**src/verilog/bacp_params.svh**
```systemverilog
// timing, width and register constants for the converter pacing pair
`ifndef BACP_PARAMS_SVH
`define BACP_PARAMS_SVH
`define BACP_CORE_HZ 50000000
`define BACP_OSC_HZ 4915200
`define BACP_EXT_THRESH_HZ 200000
`define BACP_DET_WIN_US 100
`define BACP_DET_WIN_CYC (`BACP_CORE_HZ / 1000000 * `BACP_DET_WIN_US)
`define BACP_DET_EDGES (`BACP_EXT_THRESH_HZ / 1000 * `BACP_DET_WIN_US / 1000)
`define BACP_SLOW_PERIOD 491520
`define BACP_FAST_PERIOD 61440
`define BACP_MOD_DIV 64
`define BACP_SETTLE_FAST_MS 51
`define BACP_SETTLE_SLOW_MS 401
`define BACP_SETTLE_FAST_CLK (`BACP_SETTLE_FAST_MS * `BACP_OSC_HZ / 1000)
`define BACP_SETTLE_SLOW_CLK (`BACP_SETTLE_SLOW_MS * `BACP_OSC_HZ / 1000)
`define BACP_UPDATE_US 39
`define BACP_UPDATE_CLK ((`BACP_UPDATE_US * `BACP_OSC_HZ + 999999) / 1000000)
`define BACP_SLOW_SHIFT 28
`define BACP_FAST_SHIFT 16
`define BACP_CIC_W 60
`define BACP_WORD_W 24
`define BACP_WORD_MAX 24'h7FFFFF
`define BACP_WORD_MIN 24'h800000
`define BACP_SCLK_HALF_CYC 8
`define BACP_DISCARD_N 3'h4
`define BACP_OFF_CTRL 8'h00
`define BACP_OFF_STATUS 8'h04
`define BACP_OFF_DATA 8'h08
`define BACP_OFF_INT_STAT 8'h0C
`define BACP_OFF_INT_MASK 8'h10
`define BACP_CTRL_RUN 0
`define BACP_CTRL_FAST 1
`define BACP_CTRL_CH_LO 2
`define BACP_CTRL_CH_HI 3
`define BACP_CTRL_TEMP 4
`define BACP_CTRL_DISCARD 5
`define BACP_CTRL_RST 5'h00
`define BACP_INT_WORD 0
`define BACP_INT_OVER 1
`endif

```
**src/verilog/bacp_pkg.sv**
```systemverilog
// types shared by both ends of the converter link
package bacp_pkg;
    typedef enum {LINE_IDLE, LINE_UPDATE, LINE_READY, LINE_SHIFT} bacp_line_t;
    typedef enum {H_IDLE, H_WAIT, H_HIGH, H_LOW, H_FHIGH, H_FLOW} bacp_host_t;
endpackage : bacp_pkg

```
**src/verilog/bacp_link_if.sv**
```systemverilog
// pin bundle between converter and host
`timescale 1ns/1ps
interface bacp_link_if;
    logic clock_or_crystal_in;
    logic crystal_drive_out;
    logic rate_fast;
    logic channel_sel_lo;
    logic channel_sel_hi;
    logic temp_sel;
    logic sclk;
    logic ready_and_serial_out;
    modport device (
        input clock_or_crystal_in, rate_fast, channel_sel_lo, channel_sel_hi, temp_sel, sclk,
        output crystal_drive_out, ready_and_serial_out
    );
    modport host (
        output rate_fast, channel_sel_lo, channel_sel_hi, temp_sel, sclk,
        input ready_and_serial_out
    );
endinterface : bacp_link_if

```
**src/verilog/bacp_device.sv**
```systemverilog
// converter end: clock sensing, conversion pacing, sinc4 filter, ready/serial line
//
// What this block does
// - fast clock pin: use it, oscillator off
// - slow or grounded pin: internal oscillator
// - system grounds pin for internal oscillator
// - slow rate: word every 491520 periods
// - fast rate: word every 61440 periods
// - sinc4 decimator at clock over 64
// - low-pass cutoff follows rate setting
// - all timing counted in clock periods
// - rate scaling needs an external clock
// - channel change holds ready high until settled
// - hold lasts 51 or 401 ms
// - host discards four readings after steps
// - temperature toggle uses host discard
// - result is 24-bit two's complement
// - results clip at full-scale codes
// - one step per code, zero is zero
// - ready low, then MSB first per edge
`timescale 1ns/1ps
`include "bacp_params.svh"
module bacp_device import bacp_pkg::*; #(
    parameter int DET_WIN = `BACP_DET_WIN_CYC,
    parameter int SLOW_PERIOD = `BACP_SLOW_PERIOD,
    parameter int FAST_PERIOD = `BACP_FAST_PERIOD,
    parameter int SETTLE_FAST = `BACP_SETTLE_FAST_CLK,
    parameter int SETTLE_SLOW = `BACP_SETTLE_SLOW_CLK
) (
    // clock and reset
    input wire logic core_clk,
    input wire logic rst_b,
    // pins
    bacp_link_if.device link,
    // modulator bitstream, core clock domain
    input wire logic mod_bit,
    // status
    output logic clk_sense,
    output logic [23:0] result
);
    localparam int CW = `BACP_CIC_W;
    localparam int NS = 5;

    logic [NS-1:0] pin_s1;
    logic [NS-1:0] pin_s2;
    logic [NS-1:0] pin_s3;
    logic [12:0] win_cnt_reg;
    logic [7:0] edge_cnt_reg;
    logic ext_reg;
    logic [25:0] acc_reg;
    logic fclk_tick;
    logic [5:0] mod_cnt_reg;
    logic mod_tick;
    logic [12:0] dec_cnt_reg;
    logic conv_end;
    logic [20:0] settle_cnt_reg;
    logic hold_reg;
    logic settle_done;
    logic chan_change;
    logic new_word;
    logic [7:0] upd_cnt_reg;
    logic [23:0] filt_reg;
    logic [23:0] shift_reg;
    logic [4:0] bit_cnt_reg;
    logic line_reg;
    logic sclk_rise;
    bacp_line_t line_st;
    logic signed [CW-1:0] integ [4];
    logic signed [CW-1:0] dly [4];
    logic signed [CW-1:0] comb [5];
    logic signed [CW-1:0] scaled;

    // clip a scaled filter value to the 24-bit code range
    function automatic logic [23:0] bacp_clip(input logic signed [CW-1:0] v);
        if (v > $signed(CW'(`BACP_WORD_MAX)))
            return `BACP_WORD_MAX;
        else if (v < -$signed(CW'(`BACP_WORD_MAX)) - 1)
            return `BACP_WORD_MIN;
        else
            return v[23:0];
    endfunction : bacp_clip

    // two-flop synchronisers for every pin input except temp_sel, third stage for edges
    genvar gi;
    generate
        for (gi = 0; gi < NS; gi++) begin : g_sync
            always_ff @(posedge core_clk or negedge rst_b) begin
                if (!rst_b) begin
                    pin_s1[gi] <= 1'b0;
                    pin_s2[gi] <= 1'b0;
                    pin_s3[gi] <= 1'b0;
                end else begin
                    pin_s1[gi] <= (gi == 0) ? link.clock_or_crystal_in :
                                  (gi == 1) ? link.rate_fast :
                                  (gi == 2) ? link.channel_sel_lo :
                                  (gi == 3) ? link.channel_sel_hi : link.sclk;
                    pin_s2[gi] <= pin_s1[gi];
                    pin_s3[gi] <= pin_s2[gi];
                end
            end
        end
    endgenerate
    assign sclk_rise = pin_s2[4] & ~pin_s3[4];
    assign chan_change = (pin_s2[3:2] != pin_s3[3:2]);
    // count pin edges per window to sense an external clock
    always_ff @(posedge core_clk or negedge rst_b) begin
        if (!rst_b) begin
            win_cnt_reg <= 13'h0000;
            edge_cnt_reg <= 8'h00;
            ext_reg <= 1'b0;
        end else if (win_cnt_reg == 13'(DET_WIN - 1)) begin
            win_cnt_reg <= 13'h0000;
            edge_cnt_reg <= 8'h00;
            ext_reg <= (edge_cnt_reg >= 8'(`BACP_DET_EDGES));
        end else begin
            win_cnt_reg <= win_cnt_reg + 13'h0001;
            if (pin_s2[0] & ~pin_s3[0] && edge_cnt_reg != 8'hFF)
                edge_cnt_reg <= edge_cnt_reg + 8'h01;
        end
    end

    // internal oscillator as fractional divider, off while external runs
    always_ff @(posedge core_clk or negedge rst_b) begin
        if (!rst_b)
            acc_reg <= 26'h0000000;
        else if (ext_reg)
            acc_reg <= 26'h0000000;
        else if (acc_reg + 26'(`BACP_OSC_HZ) >= 26'(`BACP_CORE_HZ))
            acc_reg <= acc_reg + 26'(`BACP_OSC_HZ) - 26'(`BACP_CORE_HZ);
        else
            acc_reg <= acc_reg + 26'(`BACP_OSC_HZ);
    end

    // one tick per selected clock period
    assign fclk_tick = ext_reg ? (pin_s2[0] & ~pin_s3[0]) :
                       (acc_reg + 26'(`BACP_OSC_HZ) >= 26'(`BACP_CORE_HZ));
    assign clk_sense = ~ext_reg;
    // crystal amplifier output follows the inverted pin, held low while external runs
    assign link.crystal_drive_out = ~pin_s2[0] & ~ext_reg;

    // modulator rate divider and decimation counter
    assign mod_tick = fclk_tick && mod_cnt_reg == 6'(`BACP_MOD_DIV - 1);
    assign conv_end = mod_tick && dec_cnt_reg == (pin_s2[1] ?
                      13'(FAST_PERIOD / `BACP_MOD_DIV - 1) : 13'(SLOW_PERIOD / `BACP_MOD_DIV - 1));
    always_ff @(posedge core_clk or negedge rst_b) begin
        if (!rst_b) begin
            mod_cnt_reg <= 6'h00;
            dec_cnt_reg <= 13'h0000;
        end else if (chan_change || settle_done) begin
            mod_cnt_reg <= 6'h00;
            dec_cnt_reg <= 13'h0000;
        end else if (fclk_tick) begin
            mod_cnt_reg <= mod_cnt_reg + 6'h01;
            if (conv_end)
                dec_cnt_reg <= 13'h0000;
            else if (mod_tick)
                dec_cnt_reg <= dec_cnt_reg + 13'h0001;
        end
    end
    // four integrators at modulator rate, four combs at word rate
    generate
        for (gi = 0; gi < 4; gi++) begin : g_cic
            always_ff @(posedge core_clk or negedge rst_b) begin
                if (!rst_b) begin
                    integ[gi] <= '0;
                    dly[gi] <= '0;
                end else begin
                    if (mod_tick)
                        integ[gi] <= integ[gi] + ((gi == 0) ?
                                     (mod_bit ? CW'(1) : -CW'(1)) : integ[(gi == 0) ? 0 : gi - 1]);
                    if (conv_end)
                        dly[gi] <= comb[gi];
                end
            end
            assign comb[gi+1] = comb[gi] - dly[gi];
        end
    endgenerate
    assign comb[0] = integ[3];
    // gain normalised per rate, so cutoff tracks the rate
    assign scaled = pin_s2[1] ? (comb[4] >>> `BACP_FAST_SHIFT) : (comb[4] >>> `BACP_SLOW_SHIFT);
    always_ff @(posedge core_clk or negedge rst_b) begin
        if (!rst_b)
            filt_reg <= 24'h000000;
        else if (conv_end)
            filt_reg <= bacp_clip(scaled);
    end
    // settling hold after a channel select change, its last tick shows the word
    assign settle_done = hold_reg && fclk_tick && settle_cnt_reg ==
                         (pin_s2[1] ? 21'(SETTLE_FAST - 2) : 21'(SETTLE_SLOW - 2));
    always_ff @(posedge core_clk or negedge rst_b) begin
        if (!rst_b) begin
            hold_reg <= 1'b0;
            settle_cnt_reg <= 21'h000000;
        end else if (chan_change) begin
            hold_reg <= 1'b1;
            settle_cnt_reg <= 21'h000000;
        end else if (settle_done) begin
            hold_reg <= 1'b0;
        end else if (hold_reg && fclk_tick) begin
            settle_cnt_reg <= settle_cnt_reg + 21'h000001;
        end
    end
    assign new_word = settle_done || (conv_end && !hold_reg);
    // data ready and serial output line
    always_ff @(posedge core_clk or negedge rst_b) begin
        if (!rst_b) begin
            line_st <= LINE_IDLE;
            line_reg <= 1'b1;
            upd_cnt_reg <= 8'h00;
            shift_reg <= 24'h000000;
            bit_cnt_reg <= 5'h00;
            result <= 24'h000000;
        end else if (chan_change || (hold_reg && !settle_done)) begin
            line_st <= LINE_IDLE;
            line_reg <= 1'b1;
        end else if (new_word) begin
            line_st <= LINE_UPDATE;
            line_reg <= 1'b1;
            upd_cnt_reg <= settle_done ? 8'(`BACP_UPDATE_CLK - 1) : 8'h00; // settled word skips the gap
        end else begin
            case (line_st)
                LINE_IDLE: begin
                    line_reg <= 1'b1;
                end
                LINE_UPDATE: begin
                    if (fclk_tick) begin
                        if (upd_cnt_reg == 8'(`BACP_UPDATE_CLK - 1)) begin
                            line_st <= LINE_READY;
                            line_reg <= 1'b0;
                            shift_reg <= filt_reg;
                            result <= filt_reg;
                            bit_cnt_reg <= 5'h00;
                        end else begin
                            upd_cnt_reg <= upd_cnt_reg + 8'h01;
                        end
                    end
                end
                LINE_READY, LINE_SHIFT: begin
                    if (sclk_rise) begin
                        line_st <= LINE_SHIFT;
                        if (bit_cnt_reg == 5'(`BACP_WORD_W)) begin
                            line_st <= LINE_IDLE;
                            line_reg <= 1'b1;
                        end else begin
                            line_reg <= shift_reg[23];
                            shift_reg <= {shift_reg[22:0], 1'b0};
                            bit_cnt_reg <= bit_cnt_reg + 5'h01;
                        end
                    end
                end
                default: begin
                    line_st <= LINE_IDLE;
                    line_reg <= 1'b1;
                end
            endcase
        end
    end
    assign link.ready_and_serial_out = line_reg;
endmodule : bacp_device

```
**src/flat_wrapper.sv**
```systemverilog
// flat-port wrapper written by rule: the top's interface ports become plain ports
module bacp_device_flat import bacp_pkg::*;
#(
    parameter int DET_WIN = `BACP_DET_WIN_CYC,
    parameter int SLOW_PERIOD = `BACP_SLOW_PERIOD,
    parameter int FAST_PERIOD = `BACP_FAST_PERIOD,
    parameter int SETTLE_FAST = `BACP_SETTLE_FAST_CLK,
    parameter int SETTLE_SLOW = `BACP_SETTLE_SLOW_CLK
)
  (core_clk, rst_b, mod_bit, clk_sense, result, link_clock_or_crystal_in, link_rate_fast, link_channel_sel_lo, link_channel_sel_hi, link_temp_sel, link_sclk, link_crystal_drive_out, link_ready_and_serial_out);
  bacp_link_if link_i ();
  input wire logic core_clk;
  input wire logic rst_b;
  input wire logic mod_bit;
  output logic clk_sense;
  output logic [23:0] result;
  input wire logic [$bits(link_i.clock_or_crystal_in)-1:0] link_clock_or_crystal_in;
  input wire logic [$bits(link_i.rate_fast)-1:0] link_rate_fast;
  input wire logic [$bits(link_i.channel_sel_lo)-1:0] link_channel_sel_lo;
  input wire logic [$bits(link_i.channel_sel_hi)-1:0] link_channel_sel_hi;
  input wire logic [$bits(link_i.temp_sel)-1:0] link_temp_sel;
  input wire logic [$bits(link_i.sclk)-1:0] link_sclk;
  output wire logic [$bits(link_i.crystal_drive_out)-1:0] link_crystal_drive_out;
  output wire logic [$bits(link_i.ready_and_serial_out)-1:0] link_ready_and_serial_out;
  assign link_i.clock_or_crystal_in = link_clock_or_crystal_in;
  assign link_i.rate_fast = link_rate_fast;
  assign link_i.channel_sel_lo = link_channel_sel_lo;
  assign link_i.channel_sel_hi = link_channel_sel_hi;
  assign link_i.temp_sel = link_temp_sel;
  assign link_i.sclk = link_sclk;
  assign link_crystal_drive_out = link_i.crystal_drive_out;
  assign link_ready_and_serial_out = link_i.ready_and_serial_out;
  bacp_device #(.DET_WIN(DET_WIN), .SLOW_PERIOD(SLOW_PERIOD), .FAST_PERIOD(FAST_PERIOD), .SETTLE_FAST(SETTLE_FAST), .SETTLE_SLOW(SETTLE_SLOW)) u_core (.core_clk(core_clk), .rst_b(rst_b), .link(link_i), .mod_bit(mod_bit), .clk_sense(clk_sense), .result(result));
endmodule
```
**config.mk**
```make
export PLATFORM = sky130hd
export DESIGN_NAME = bacp_device_flat
export DESIGN_NICKNAME = d
export VERILOG_FILES = /design/src/verilog/bacp_pkg.sv /design/src/verilog/bacp_link_if.sv /design/src/verilog/bacp_device.sv /design/src/flat_wrapper.sv
export VERILOG_INCLUDE_DIRS = /design/src /design/src/verilog
export SDC_FILE = /design/constraint.sdc
export NUM_CORES = 2
export LEC_CHECK = 0
export BUFFER_PORTS_ARGS = -buffer_cell sky130_fd_sc_hd__buf_2
export CAP_MARGIN = 20
export CORE_UTILIZATION = 60
export CTS_BUF_LIST = sky130_fd_sc_hd__clkbuf_8 sky130_fd_sc_hd__clkbuf_16
export CTS_CLUSTER_DIAMETER = 150
export CTS_CLUSTER_SIZE = 40
export DETAILED_ROUTE_END_ITERATION = 12
export GPL_ROUTABILITY_DRIVEN = 1
export PLACE_DENSITY = 0.76
export SYNTH_ARGS = -nofsm -noshare
export SYNTH_HDL_FRONTEND = slang
export SYNTH_SLANG_ARGS = --single-unit
```
**constraint.sdc**
```tcl
create_clock -name core_clk -period 12.9 [get_ports core_clk]
set_clock_uncertainty 0.2 [all_clocks]
set_input_delay 1.29 -clock core_clk [delete_from_list [all_inputs] [get_ports core_clk]]
set_output_delay 1.29 -clock core_clk [all_outputs]
set_load 0.005 [all_outputs]
```
==> results.json <==
{
  "cts_tree": "done",
  "root_buffer": "clkbuf_16",
  "drc_errors": 0,
  "worstPathArrival_ns": 12.09,
  "viasPerCell": 5.73,
  "gr-total-overflow": 0,
  "total_power_uw": 3190,
  "hpwl_mm": 74.0,
  "grt_pass1_wl_mm": 169,
  "cp-end-kind": "register",
  "required_ns": 13.23,
  "area_growth_pct": 3.27,
  "numClockSinks": 664,
  "fin_setup_tns_ns": 0,
  "setup_viol": 0,
  "synth_edf_count": 0,
  "grt_max_degree": 274,
  "nets": 6281,
  "placedCellCount": 6826,
  "ir_worst_vdd_uv": 92.4,
  "powerDensity_mw_per_mm2": 62.3,
  "routedWlPerCell_um": 14.2,
  "wirelength_mm": 97.6,
  "design_area_mm2": 0.0512,
  "clk_latency_ns": 0.61,
  "antenna_found_initial": 0,
  "drt_iter0_markers": 1771,
  "coreArea_mm2": 0.0820,
  "start_util": 0.605,
  "hold_viol": 0,
  "regArea_mm2": 0.0166,
  "cts_buffer_depth": 3,
  "synth_area_mm2": 0.0496,
  "numCtsBuffers": 20,
  "placed_area_mm2": 0.0506,
  "max_stage_delay_ns": 0.45,
  "rsz0062_at_grt": "false",
  "synthArstFlopShare": 1.00,
  "regMostFlops": "u_core.dly",
  "vias": 39300,
  "cpLargestDelayFamily": "compound AO/OA/AOI/OAI gates",
  "dieArea_mm2": 0.0838,
  "cp_slowest_cell": "or4_1",
  "first_global_vias": 37000,
  "leakage_uw": 0.0251,
  "largest_reg_flops": 240,
  "drive_gt1_frac": 0.0354,
  "die_y_um": 290,
  "numPortBuffers": 34,
  "ys_ff_latch": 664,
  "worst_slew_pin_slew_ns": 1.02,
  "synth_flop_cell": "dfrtp_1",
  "fillers": 7182,
  "status": "completed",
  "htreeDepth": 1,
  "max_freq_mhz": 85.1,
  "crit_buf_inv": 2,
  "ys_types": 100,
  "die_w_um": 290,
  "min_period_ns": 11.76,
  "max_cap_viol_count": 0,
  "ant_nets": 0,
  "final_cells": 6859,
  "rows": 105,
  "avgSynthCellArea_um2": 8.43,
  "ys_seq_area_frac": 0.335,
  "finalCritPeriodShare": 0.911,
  "crit_fanout": 22,
  "drt_pass1_iterations": 6,
  "syn_inst": 5885,
  "multi_input_area_mm2": 0.0309,
  "min_path_type": "reg2reg",
  "ios": 36,
  "clk_pin_slew_worst_paths_ns": 0.14,
  "track_usage": 0.232,
  "antenna_cells": 0,
  "ys_warn_count": 0,
  "syn_nets": 6385,
  "start_kind": "register",
  "gp_congestion": 0.893,
  "slew_headroom": 0.320,
  "drv_slew": 0,
  "path_class": "reg2reg"
}
[layout make-up]
class                      instances  share of cell area
sequential                       664               0.324
clock buffer                      21              0.0103
multi-input combinational       4671               0.603
inverter                         367              0.0269
timing repair buffer              57             0.00818
clock inverter                     9            0.000904
tap                             1070              0.0261
[per-stage QoR]
step                      hold slack (ns)  setup slack, ns   util
after global placement              0.134            0.557  0.617
after global routing                0.189           0.0163  0.625
after detailed placement            0.136            0.428  0.617
after CTS                           0.174            0.409  0.624
final                               0.167             1.14  0.625
after floorplan                     0.131             2.26      -
[report_power, final]
part	total, uW	switching (uW)	internal (uW)
registers	2100	11.5	2090
clock network	920	617	303
logic	166	110	55.3
total	3190	739	2450
[layout by cell type, fill, tap and decap left out, drive strengths merged, types with 46 or more instances in the layout]
cell type / netlist / layout
nand2: 772 / 772
nand2b: 69 / 69
nand3: 103 / 103
and3: 55 / 55
nor3: 46 / 46
mux2: 59 / 59
o21bai: 74 / 74
xnor2: 281 / 281
a211oi: 52 / 52
o21ai: 708 / 709
dfrtp: 663 / 663
a21oi: 479 / 479
nor2: 335 / 335
inv: 366 / 375
nor2b: 70 / 70
a21o: 302 / 302
xor2: 205 / 205
buf: 36 / 57
nand4: 72 / 72
o21a: 52 / 52
a31oi: 62 / 62
ha: 484 / 484
[Yosys cell counts, types with 8 or more instances]
cell      count  area, um^2
and4_1       20         175
ha_1        484        6060
o21bai_1     73         548
mux2_2       59         664
o41ai_1       8        70.1
mux2i_1      28         280
xor2_1      205        1800
nor4_1       15        93.8
or3_1        29         181
a21boi_0     14         105
nand2b_1     69         432
a41oi_1      15         131
inv_1       366        1370
nor2b_1      70         438
nor3_1       46         230
nand4_1      72         450
o21ai_0     700        3500
o211ai_1     17         128
xnor2_1     280        2450
a21o_1      302        2270
dfrtp_1     663       16600
nand2_1     771        2890
o22ai_1      10        62.6
and2_1       31         194
o31ai_1      40         300
a211oi_1     51         383
and3_1       55         344
nor2_1      335        1260
a21oi_1     477        2390
or2_2        19         119
buf_2        15        75.1
clkbuf_1    147         552
nand3_1     103         515
a31o_2        9        78.8
a31oi_1      61         382
o21a_1       52         390
buf_1        15        56.3
[final timing paths]
kind / start / to / slack [ns] / cells past startpoint
max in group asynchronous: rst_b / u_core.integ[196]$_DFFE_PN0P_ / 10.53 / 2
worst max register to register: u_core.comb[240]$_DFFE_PN0P_ / u_core.filt_reg[11]$_DFFE_PN0P_ / 1.14 / 56
worst min register to register: u_core.pin_s1[0]$_DFF_PN0_ / u_core.pin_s2[0]$_DFF_PN0_ / 0.17 / 0
min in group asynchronous: rst_b / u_core.win_cnt_reg[5]$_DFF_PN0_ / 0.49 / 1
worst min-delay path: u_core.pin_s1[0]$_DFF_PN0_ / u_core.pin_s2[0]$_DFF_PN0_ / 0.17 / 0
worst max-delay path: u_core.comb[240]$_DFFE_PN0P_ / u_core.filt_reg[11]$_DFFE_PN0P_ / 1.14 / 56
[routing by layer]
layer,global-route usage,vias to the layer above,share of wire
met3,0.0119,127,0.018
met4,0.0640,0,0.025
li1,-,20600,-
met5,0,-,0
met1,0.314,18200,0.49
met2,0.405,437,0.47
[worst register-to-register path, delay by kind of cell, from the launching register on]
kind / cells / cell delay, ns
adder cells (fa/ha/maj): 5 / 1.44
AO/OA/AOI/OAI: 33 / 6.32
AND/OR/NAND/NOR: 11 / 1.99
buffers and inverters: 2 / 0.34
flip-flops: 1 / 0.41
XOR/XNOR: 5 / 1.01
[cells by family after synthesis]
group / share of synthesized area
flops: 0.335
xor+xnor: 0.0869
mux: 0.0190
fa+ha+maj: 0.125
buf+inv: 0.0429
compound gates: 0.237
simple gates: 0.154
[repair_timing]
action	4_1_cts	5_1_grt
buffers inserted	0	1
hold buffers	0	0
endpoints found under the setup margin	0	23
resized for setup	0	6
(Power assumes the default switching activity.)
